## config.mk

```make
export PLATFORM = sky130hd
export DESIGN_NAME = fspc_ctrl
export DESIGN_NICKNAME = d
export VERILOG_FILES = /design/src/fspc_pkg.sv /design/src/fspc_ctrl.sv
export SDC_FILE = /design/constraint.sdc
export NUM_CORES = 2
export LEC_CHECK = 0
export ABC_CLOCK_PERIOD_IN_PS = 4580
export BUFFER_PORTS_ARGS = -buffer_cell sky130_fd_sc_hd__clkbuf_2
export CAP_MARGIN = 20
export CORE_ASPECT_RATIO = 0.8
export CORE_UTILIZATION = 30
export DETAILED_ROUTE_END_ITERATION = 10
export PLACE_DENSITY = 0.41
export SLEW_MARGIN = 20
export SYNTH_ARGS = -nofsm -noshare
export SYNTH_HDL_FRONTEND = slang
export SYNTH_SLANG_ARGS = --single-unit
```

## constraint.sdc

```tcl
create_clock -name pclk -period 4.58 [get_ports pclk]
set_input_delay 0.916 -clock pclk [delete_from_list [all_inputs] [get_ports pclk]]
set_output_delay 0.916 -clock pclk [all_outputs]
set_load 0.005 [all_outputs]
```

## src/fspc_pkg.sv

```systemverilog
// package: register map, field layout, modes and timing of the self-programming controller
package fspc_pkg;
    // register byte addresses on the apb bus
    localparam logic [7:0] OFF_CTRL = 8'h00;
    localparam logic [7:0] OFF_ADDR_LOW = 8'h04;
    localparam logic [7:0] OFF_ADDR_HIGH = 8'h08;
    localparam logic [7:0] OFF_D0L = 8'h0c;
    localparam logic [7:0] OFF_D0H = 8'h10;
    localparam logic [7:0] OFF_D1L = 8'h14;
    localparam logic [7:0] OFF_D1H = 8'h18;
    localparam logic [7:0] OFF_D2L = 8'h1c;
    localparam logic [7:0] OFF_D2H = 8'h20;
    localparam logic [7:0] OFF_D3L = 8'h24;
    localparam logic [7:0] OFF_D3H = 8'h28;
    localparam logic [7:0] OFF_STATUS = 8'h2c;
    localparam logic [7:0] OFF_STEP = 8'h04;
    // control register bit positions
    localparam int CB_WEN = 7;
    localparam int CB_MODE_HI = 6;
    localparam int CB_MODE_LO = 4;
    localparam int CB_UPE = 3;
    localparam int CB_WSTART = 2;
    localparam int CB_RDEN = 1;
    localparam int CB_RSTART = 0;
    // reset values
    localparam logic [7:0] RST_BYTE = 8'h00;
    localparam logic [15:0] RST_ADDR = 16'h0000;
    localparam logic [15:0] ERASED_WORD = 16'hffff;
    // operation mode field codes
    typedef enum logic [2:0] {
        MODE_WRITE = 3'b000,
        MODE_ERASE = 3'b001,
        MODE_READ = 3'b011,
        MODE_UNLOCK = 3'b110
    } fspc_mode_t;
    // unlock key, first byte in the top lane
    localparam logic [47:0] KEY_SEQ = 48'h00_04_0d_09_c3_40;
    localparam logic [2:0] KEY_LAST = 3'h5;
    // unlock window
    localparam int UNLOCK_TIMEOUT_US = 300;
    localparam int US_PER_S = 1000000;
    // flash array operations
    typedef enum logic [1:0] {
        FOP_READ = 2'b00,
        FOP_WRITE = 2'b01,
        FOP_ERASE = 2'b10
    } fspc_fop_t;
    typedef struct packed {
        logic valid;
        fspc_fop_t op;
        logic [15:0] addr;
        logic [15:0] wdata;
    } fspc_flash_req_t;
endpackage
```

## src/fspc_ctrl.sv

```systemverilog
// self-programming controller: apb registers, unlock key check, erase/write/read sequencer
//
// Design decisions made here: the register addresses and the APB slave port.
`timescale 1ns/1ns
module fspc_ctrl #(
    parameter int ADDR_HIGH_BITS = 8,
    parameter int PAGE_WORDS = 128,
    parameter int SLOW_OSC_HZ = 32000
) (
    input wire logic pclk, // system clock
    input wire logic presetn, // asynchronous reset, active low
    input wire logic psel, // apb select
    input wire logic penable, // apb access phase
    input wire logic pwrite, // apb direction
    input wire logic [7:0] paddr, // apb byte address
    input wire logic [31:0] pwdata, // apb write data
    output logic [31:0] prdata, // apb read data
    output logic pready, // apb ready
    output logic pslverr, // apb error on unmapped address
    input wire logic slow_internal_osc, // slow oscillator pin, unlock timer clock
    output fspc_pkg::fspc_flash_req_t flash_req, // request to the flash array
    input wire logic flash_ack, // flash array operation done pulse
    input wire logic [15:0] flash_rdata, // flash array read word
    output logic cpu_halt // stalls the core
);
    localparam int PAGE_BITS = $clog2(PAGE_WORDS);
    localparam int TIMEOUT_TICKS = (fspc_pkg::UNLOCK_TIMEOUT_US * SLOW_OSC_HZ)
        / fspc_pkg::US_PER_S;
    localparam logic [15:0] TMO_LIMIT = (TIMEOUT_TICKS < 1) ? 16'h0001 : 16'(TIMEOUT_TICKS);
    localparam logic [7:0] HI_MASK = 8'((9'h001 << ADDR_HIGH_BITS) - 9'h001);
    localparam logic [PAGE_BITS-1:0] LAST_IDX = PAGE_BITS'(PAGE_WORDS - 1);

    typedef enum logic [2:0] {
        ST_IDLE = 3'b000,
        ST_UNLOCK = 3'b001,
        ST_ERASE = 3'b010,
        ST_WRITE = 3'b011,
        ST_READ = 3'b100
    } fspc_state_t;

    fspc_state_t state_r;
    logic wen_r, upe_r, wstart_r, rden_r, rstart_r;
    logic [2:0] mode_r;
    logic [15:0] addr_r;
    logic [7:0] dlo_r [4];
    logic [7:0] dhi_r [4];
    logic [15:0] wbuf_r [PAGE_WORDS];
    logic [PAGE_BITS-1:0] idx_r;
    logic [2:0] key_idx_r;
    logic [15:0] tmo_cnt_r;
    logic osc_s1_r, osc_s2_r, osc_s3_r, osc_lvl_r;
    logic osc_tick;
    logic [31:0] rdata_r;
    logic err_r;
    logic acc_wr;
    logic unlock_ok, unlock_fail, wdone, rdone;
    logic key_hit, key_good;
    logic [7:0] wbyte;
    logic [15:0] page_base;

    // true when this write access targets the given register
    function automatic logic wr_hit(input logic [7:0] off, input logic [7:0] a, input logic w);
        return w && (a == off);
    endfunction

    // expected key byte for a position of the sequence
    function automatic logic [7:0] key_byte(input logic [2:0] k);
        return fspc_pkg::KEY_SEQ[8'd47 - {k, 3'b000} -: 8];
    endfunction

    // apb: zero-wait answer, read data and error prepared in the setup cycle
    assign pready = 1'b1;
    assign prdata = rdata_r;
    assign pslverr = err_r;
    assign acc_wr = psel && penable && pwrite;
    assign wbyte = pwdata[7:0];

    // read mux and decode error, captured while in setup
    always_ff @(posedge pclk or negedge presetn) begin
        if (!presetn) begin
            rdata_r <= 32'h0000_0000;
            err_r <= 1'b0;
        end else if (psel && !penable) begin
            err_r <= 1'b0;
            rdata_r <= 32'h0000_0000;
            case (paddr)
                fspc_pkg::OFF_CTRL: begin
                    rdata_r[7:0] <= {wen_r, mode_r, upe_r, wstart_r, rden_r, rstart_r};
                end
                fspc_pkg::OFF_ADDR_LOW: rdata_r[7:0] <= addr_r[7:0];
                fspc_pkg::OFF_ADDR_HIGH: rdata_r[7:0] <= addr_r[15:8];
                fspc_pkg::OFF_D0L: rdata_r[7:0] <= dlo_r[0];
                fspc_pkg::OFF_D0H: rdata_r[7:0] <= dhi_r[0];
                fspc_pkg::OFF_D1L: rdata_r[7:0] <= dlo_r[1];
                fspc_pkg::OFF_D1H: rdata_r[7:0] <= dhi_r[1];
                fspc_pkg::OFF_D2L: rdata_r[7:0] <= dlo_r[2];
                fspc_pkg::OFF_D2H: rdata_r[7:0] <= dhi_r[2];
                fspc_pkg::OFF_D3L: rdata_r[7:0] <= dlo_r[3];
                fspc_pkg::OFF_D3H: rdata_r[7:0] <= dhi_r[3];
                fspc_pkg::OFF_STATUS: rdata_r[7:0] <= {5'h00, state_r};
                default: err_r <= 1'b1;
            endcase
        end
    end

    // slow oscillator pin: three-stage sync, a level counts once stages two and three agree
    always_ff @(posedge pclk or negedge presetn) begin
        if (!presetn) begin
            osc_s1_r <= 1'b0;
            osc_s2_r <= 1'b0;
            osc_s3_r <= 1'b0;
            osc_lvl_r <= 1'b0;
        end else begin
            osc_s1_r <= slow_internal_osc;
            osc_s2_r <= osc_s1_r;
            osc_s3_r <= osc_s2_r;
            if (osc_s2_r == osc_s3_r) begin
                osc_lvl_r <= osc_s3_r;
            end
        end
    end
    assign osc_tick = osc_s2_r && osc_s3_r && !osc_lvl_r;

    // key checking: position k expects data pair register D1L + 4k
    assign key_hit = acc_wr && (paddr >= fspc_pkg::OFF_D1L) && (paddr <= fspc_pkg::OFF_D3H);
    assign key_good = (paddr == 8'(fspc_pkg::OFF_D1L + {key_idx_r, 2'b00}))
        && (wbyte == key_byte(key_idx_r));
    assign unlock_ok = (state_r == ST_UNLOCK) && key_hit && key_good
        && (key_idx_r == fspc_pkg::KEY_LAST);
    assign unlock_fail = (state_r == ST_UNLOCK) && !unlock_ok
        && ((key_hit && !key_good) || (tmo_cnt_r >= TMO_LIMIT));
    assign wdone = (state_r == ST_WRITE || state_r == ST_ERASE) && flash_ack
        && (state_r == ST_ERASE || idx_r == LAST_IDX);
    assign rdone = (state_r == ST_READ) && flash_ack;

    // control register: software writes, hardware clears; a software set wins, but wen is set only by unlock and software can only clear it
    always_ff @(posedge pclk or negedge presetn) begin
        if (!presetn) begin
            wen_r <= 1'b0;
            mode_r <= 3'b000;
            upe_r <= 1'b0;
            wstart_r <= 1'b0;
            rden_r <= 1'b0;
            rstart_r <= 1'b0;
        end else if (wr_hit(fspc_pkg::OFF_CTRL, paddr, acc_wr)) begin
            wen_r <= (wen_r && pwdata[fspc_pkg::CB_WEN]) || unlock_ok;
            mode_r <= pwdata[fspc_pkg::CB_MODE_HI:fspc_pkg::CB_MODE_LO];
            upe_r <= pwdata[fspc_pkg::CB_UPE];
            wstart_r <= (wstart_r && !wdone) || pwdata[fspc_pkg::CB_WSTART];
            rden_r <= pwdata[fspc_pkg::CB_RDEN];
            rstart_r <= (rstart_r && !rdone) || pwdata[fspc_pkg::CB_RSTART];
        end else begin
            wen_r <= wen_r || unlock_ok;
            upe_r <= upe_r && !(unlock_ok || unlock_fail);
            wstart_r <= wstart_r && !wdone;
            rstart_r <= rstart_r && !rdone;
        end
    end

    assign cpu_halt = wstart_r || rstart_r;

    // address pair with variant masking of the high byte
    always_ff @(posedge pclk or negedge presetn) begin
        if (!presetn) begin
            addr_r <= fspc_pkg::RST_ADDR;
        end else if (wr_hit(fspc_pkg::OFF_ADDR_LOW, paddr, acc_wr)) begin
            addr_r[7:0] <= wbyte;
        end else if (wr_hit(fspc_pkg::OFF_ADDR_HIGH, paddr, acc_wr)) begin
            addr_r[15:8] <= wbyte & HI_MASK;
        end else if (wr_hit(fspc_pkg::OFF_D0H, paddr, acc_wr)) begin
            addr_r <= (addr_r + 16'h0001) & {HI_MASK, 8'hff};
        end
    end

    // data register pairs; a finished read lands in pair zero
    always_ff @(posedge pclk or negedge presetn) begin
        if (!presetn) begin
            for (int i = 0; i < 4; i++) begin
                dlo_r[i] <= fspc_pkg::RST_BYTE;
                dhi_r[i] <= fspc_pkg::RST_BYTE;
            end
        end else if (rdone) begin
            dlo_r[0] <= flash_rdata[7:0];
            dhi_r[0] <= flash_rdata[15:8];
        end else if (acc_wr) begin
            for (int i = 0; i < 4; i++) begin
                if (paddr == 8'(fspc_pkg::OFF_D0L + 8'(2 * i) * fspc_pkg::OFF_STEP)) begin
                    dlo_r[i] <= wbyte;
                end
                if (paddr == 8'(fspc_pkg::OFF_D0H + 8'(2 * i) * fspc_pkg::OFF_STEP)) begin
                    dhi_r[i] <= wbyte;
                end
            end
        end
    end

    // write buffer: one page of words, erased value after reset
    always_ff @(posedge pclk or negedge presetn) begin
        if (!presetn) begin
            for (int i = 0; i < PAGE_WORDS; i++) begin
                wbuf_r[i] <= fspc_pkg::ERASED_WORD;
            end
        end else if (wr_hit(fspc_pkg::OFF_D0H, paddr, acc_wr)) begin
            // whole word loaded on high byte; low byte never loads
            wbuf_r[addr_r[PAGE_BITS-1:0]] <= {wbyte, dlo_r[0]};
        end
    end

    // page base keeps high byte and top low bits
    assign page_base = {addr_r[15:PAGE_BITS], {PAGE_BITS{1'b0}}};

    // sequencer: unlock window, erase, page write, single read
    always_ff @(posedge pclk or negedge presetn) begin
        if (!presetn) begin
            state_r <= ST_IDLE;
            idx_r <= '0;
            key_idx_r <= 3'h0;
            tmo_cnt_r <= 16'h0000;
            flash_req <= '0;
        end else begin
            case (state_r)
                ST_IDLE: begin
                    idx_r <= '0;
                    key_idx_r <= 3'h0;
                    tmo_cnt_r <= 16'h0000;
                    if (wstart_r && mode_r == fspc_pkg::MODE_ERASE && wen_r) begin
                        state_r <= ST_ERASE;
                        flash_req <= '{1'b1, fspc_pkg::FOP_ERASE, page_base, 16'h0000};
                    end else if (wstart_r && mode_r == fspc_pkg::MODE_WRITE && wen_r) begin
                        state_r <= ST_WRITE;
                        flash_req <= '{1'b1, fspc_pkg::FOP_WRITE, page_base, wbuf_r[0]};
                    end else if (rstart_r && mode_r == fspc_pkg::MODE_READ && rden_r) begin
                        state_r <= ST_READ;
                        flash_req <= '{1'b1, fspc_pkg::FOP_READ, addr_r, 16'h0000};
                    end else if (upe_r && mode_r == fspc_pkg::MODE_UNLOCK) begin
                        state_r <= ST_UNLOCK;
                    end
                end
                ST_UNLOCK: begin
                    if (osc_tick && tmo_cnt_r < TMO_LIMIT) begin
                        tmo_cnt_r <= tmo_cnt_r + 16'h0001;
                    end
                    if (key_hit && key_good) begin
                        key_idx_r <= key_idx_r + 3'h1;
                    end
                    if (unlock_ok || unlock_fail || !upe_r
                        || mode_r != fspc_pkg::MODE_UNLOCK) begin
                        state_r <= ST_IDLE;
                    end
                end
                ST_ERASE, ST_READ: begin
                    if (flash_ack) begin
                        flash_req <= '0;
                        state_r <= ST_IDLE;
                    end
                end
                ST_WRITE: begin
                    // program every word of the page
                    if (flash_ack) begin
                        if (idx_r == LAST_IDX) begin
                            flash_req <= '0;
                            state_r <= ST_IDLE;
                        end else begin
                            idx_r <= idx_r + 1'b1;
                            flash_req.addr <= page_base | 16'(idx_r + 1'b1);
                            flash_req.wdata <= wbuf_r[idx_r + 1'b1];
                        end
                    end
                end
                default: begin
                    state_r <= ST_IDLE;
                    flash_req <= '0;
                end
            endcase
        end
    end
endmodule

```

==> results.ini <==
[cts]
clock-sinks = 2213
post_cts_resized = 0
cts_buffers = 245
cts_tree = done
clock_latency_ns = 0.91
clk_pin_slew_ns = 0.06
h-tree-depth = 4
root_buffer = clkbuf_16
clock_path_buffers = 4

[drt]
antenna_left = 0
vias = 64100
routedWlPerCell_um = 29.2
drc = 0
vias_per_cell = 5.20
drt-total-wl_mm = 360
drt-pass1-iter-count = 6
drt_iter0_markers = 4428

[logic_synthesis]
yosysSeqAreaShare_pct = 55.6
synthesis.area_sq_um = 104000
avgSynthCellArea_sq_um = 14.0
synth-main-ff-cell = dfstp_2
synth_most_common_cell = dfstp_2
ys_types = 76
synth.ff_latch_count = 2213
synth_top_area_share_pct = 51.6
synth_common_cells = dfstp_2 (2048), mux2_2 (1824), nand2_1 (881)
yosys_warnings = 0
synth_edf_count = 0
async_flop_share_pct = 100
syn_inst = 7431
yosys-top-cells-area = dfstp_2 (52%), mux2_2 (20%), mux4_2 (10%)
synth_area_leader_cell = dfstp_2

[worst_setup_path]
rr_startpoint = idx_r[0]
cpMostUsedCell = nor2_1
reg2reg_slack_ns = 0.50
critPathArrivalTime_ns = 4.86
critical_path_class = flip-flop to flip-flop
cp-start-kind = flip-flop
critical_path_required_ns = 5.35
cp_slowest_cell = o21ai_0
cp_cell_sequence = ha_4 -> buf_12 -> buf_4 -> mux4_2 -> nor2_1 -> nor2_1 -> o21ai_0 -> a211oi_1 -> nor2_1 -> buf_4 -> o31a_1 -> o41ai_1
r2r-end = flash_req[4]
r2r_cells = 12
crit_family = compound AO/OA/AOI/OAI gates
cp_max_fo = 30
cp-end-kind = flip-flop
crit_buf_inv = 3
slowest_delay_ns = 0.79

[pwr]
seqPwrFrac_pct = 48.1
ir_worst_vdd_mv = 0.315
power_mw = 41.2
pwr-share-clk_pct = 49.2
leakage_nw = 47.0
p_comb_share_pct = 2.8
p_per_area_nw_per_um2 = 343
switchingPower_mw = 9.52
internal_power_mw = 31.7
swShare_pct = 23.1

[floorplanning]
die_w_um = 661
rows = 193
initial_core_util_pct = 30.2
pin_count = 133
coreArea_sq_um = 346000
dieArea_sq_um = 350000
die_h_um = 529

[grt]
use_met3_pct = 3.54
grt_pass1_wl_mm = 519
grtUsageMet1_pct = 30.6
grt_max_degree = 148
grt_most_used_layer = met2
grt_overflow_total = 0
grt_pass1_vias = 66700
antenna_found_initial = 36
use_met2_pct = 30.8
track_usage_pct = 20.5

[sta]
setup_viol = 0
worst_hold_slack_ns = 0.126
timing.final.crit_share_pct = 89.2
final_max_slew_viol_count = 0
fin_skew_ns = 0.0528
relSlewSlack_pct = 21.4
final_hold_viol_count = 0
worst_pin_slew_ns = 1.18
fin_tns_setup_ns = 0
rsz0062_at_grt = false
min_period_ns = 4.08
max_freq_mhz = 245

[placed_design]
numPortBuffers = 83
dp_hpwl_mm = 227
place.gp.congestion = 0.824
post_dp_cell_area_sq_um = 112000

[layout]
num-nets-final = 7603
regArea_sq_um = 58000
layout-drive-gt1-share_pct = 69.5
fin_area_sq_um = 120000
area_growth_pct = 15.1
multi_input_area_sq_um = 43700
num-fill-cells = 33400

[min_path]
hold-path-cell-count = 1
hp-class = input pin to flip-flop
min_to = osc_s1_r
hp-start = slow_internal_osc

[flow_run]
maxCapViolCount = 0

[status]
status = finished, final reports clean

==> stage by stage <==
| stage | util [%] | setup slack, ns | cells |
|---|---|---|---|
| after floorplan | - | 1.10 | 7454 |
| after global placement | 32.3 | 0.422 | 11900 |
| after detailed placement | 32.3 | 0.398 | 11900 |
| after CTS | 34.7 | 0.538 | 12300 |
| after global routing | 34.7 | 0.410 | 12300 |
| final | 34.7 | 0.496 | 12300 |
==> how the worst max path moves through the flow <==
stage	slack [ns]	startpoint	cells past startpoint	to
after floorplan	1.10	paddr[2]	11	wbuf_r[533]
after global placement	0.42	paddr[2]	7	wbuf_r[177]
after detailed placement	0.40	paddr[2]	7	wbuf_r[185]
after CTS	0.54	idx_r[0]	10	flash_req[1]
after global routing	0.41	idx_r[0]	12	flash_req[4]
final	0.50	idx_r[0]	12	flash_req[4]
==> sequential cells by signal (all words and copies together) (netlist names), 3 cells and up <==
register   flops
tmo_cnt_r     16
dlo_r         32
state_r        3
prdata         8
idx_r          7
wbuf_r      2048
mode_r         3
dhi_r         32
addr_r        16
key_idx_r      3
flash_req     35
==> placed cells by master, fill, tap and decap left out, types with 11 or more instances in the layout <==
| cell | Yosys | final |
|---|---|---|
| a211oi_1 | 15 | 15 |
| a21oi_1 | 50 | 50 |
| a221oi_1 | 15 | 15 |
| a22o_1 | 18 | 18 |
| a22oi_1 | 27 | 27 |
| a311oi_1 | 37 | 37 |
| a31oi_1 | 68 | 67 |
| a32oi_1 | 20 | 18 |
| and3_1 | 52 | 51 |
| buf_12 | 0 | 71 |
| buf_4 | 48 | 338 |
| clkbuf_1 | 415 | 55 |
| clkbuf_16 | 0 | 248 |
| clkbuf_2 | 0 | 74 |
| clkbuf_8 | 0 | 88 |
| clkinv_2 | 0 | 39 |
| conb_1 | 2 | 25 |
| dfrtp_1 | 165 | 156 |
| dfstp_2 | 2048 | 2048 |
| diode_2 | 0 | 11 |
| ha_1 | 13 | 12 |
| inv_1 | 16 | 13 |
| mux2_1 | 50 | 50 |
| mux2_2 | 1824 | 1824 |
| mux2i_1 | 53 | 53 |
| mux4_2 | 472 | 472 |
| nand2_1 | 881 | 881 |
| nand2_2 | 22 | 22 |
| nand2_4 | 21 | 21 |
| nand3_1 | 175 | 174 |
| nand4_1 | 16 | 16 |
| nor2_1 | 138 | 126 |
| nor2_2 | 28 | 38 |
| nor3_1 | 17 | 15 |
| nor4_1 | 14 | 14 |
| o21ai_0 | 310 | 310 |
| o22ai_1 | 24 | 22 |
| or3_1 | 16 | 15 |
| xnor2_1 | 20 | 13 |
==> power by group through the flow <==
stage	combinational [mW]	clock (mW)	sequential, mW
final	1.15	20.3	19.8
after global routing	1.27	21.7	19.8
after CTS	1.19	20.9	19.8
after detailed placement	1.18	0	20.1
after global placement	1.17	0	20.1
after floorplan	0.344	0	20.0
==> cell families (layout without fill, tap and decap cells) <==
logic type / count (synthesis) / after routing / share of synthesized area [%]
xor gates and xnor gates: 31 / 31 / 0.260
buffers and inverters: 679 / 953 / 2.89
DFF: 2213 / 2213 / 55.6
AOI/OAI and AO/OA: 647 / 647 / 3.86
adders and majority gates: 13 / 13 / 0.156
muxes: 2399 / 2399 / 30.9
and+or+nand+nor: 1447 / 1447 / 6.33
other: 2 / 36 / 0.00720
==> metal layers <==
metal | share of wire [%] | vias up
met5 | 0.0036 | -
met4 | 2.2 | 2
met3 | 5.2 | 407
met2 | 44 | 1374
met1 | 49 | 35100
li1 | - | 27100
==> layout make-up <==
type                            count  share of cell area, %
Clock buffer                      391                   6.35
Sequential cell                  2213                   48.3
Tap cell                         4582                   4.78
Timing Repair Buffer              489                   3.66
Clock inverter                     57                  0.452
Inverter                           16                 0.0563
Multi-Input combinational cell   4562                   36.4
Antenna cell                       11                 0.0229
==> repair_timing <==
item	4_1_cts	5_1_grt
hold buffers	1	0
setup buffers	0	0
endpoints found under the hold margin	11	0
Note: power is estimated with default switching activity, not from simulation.
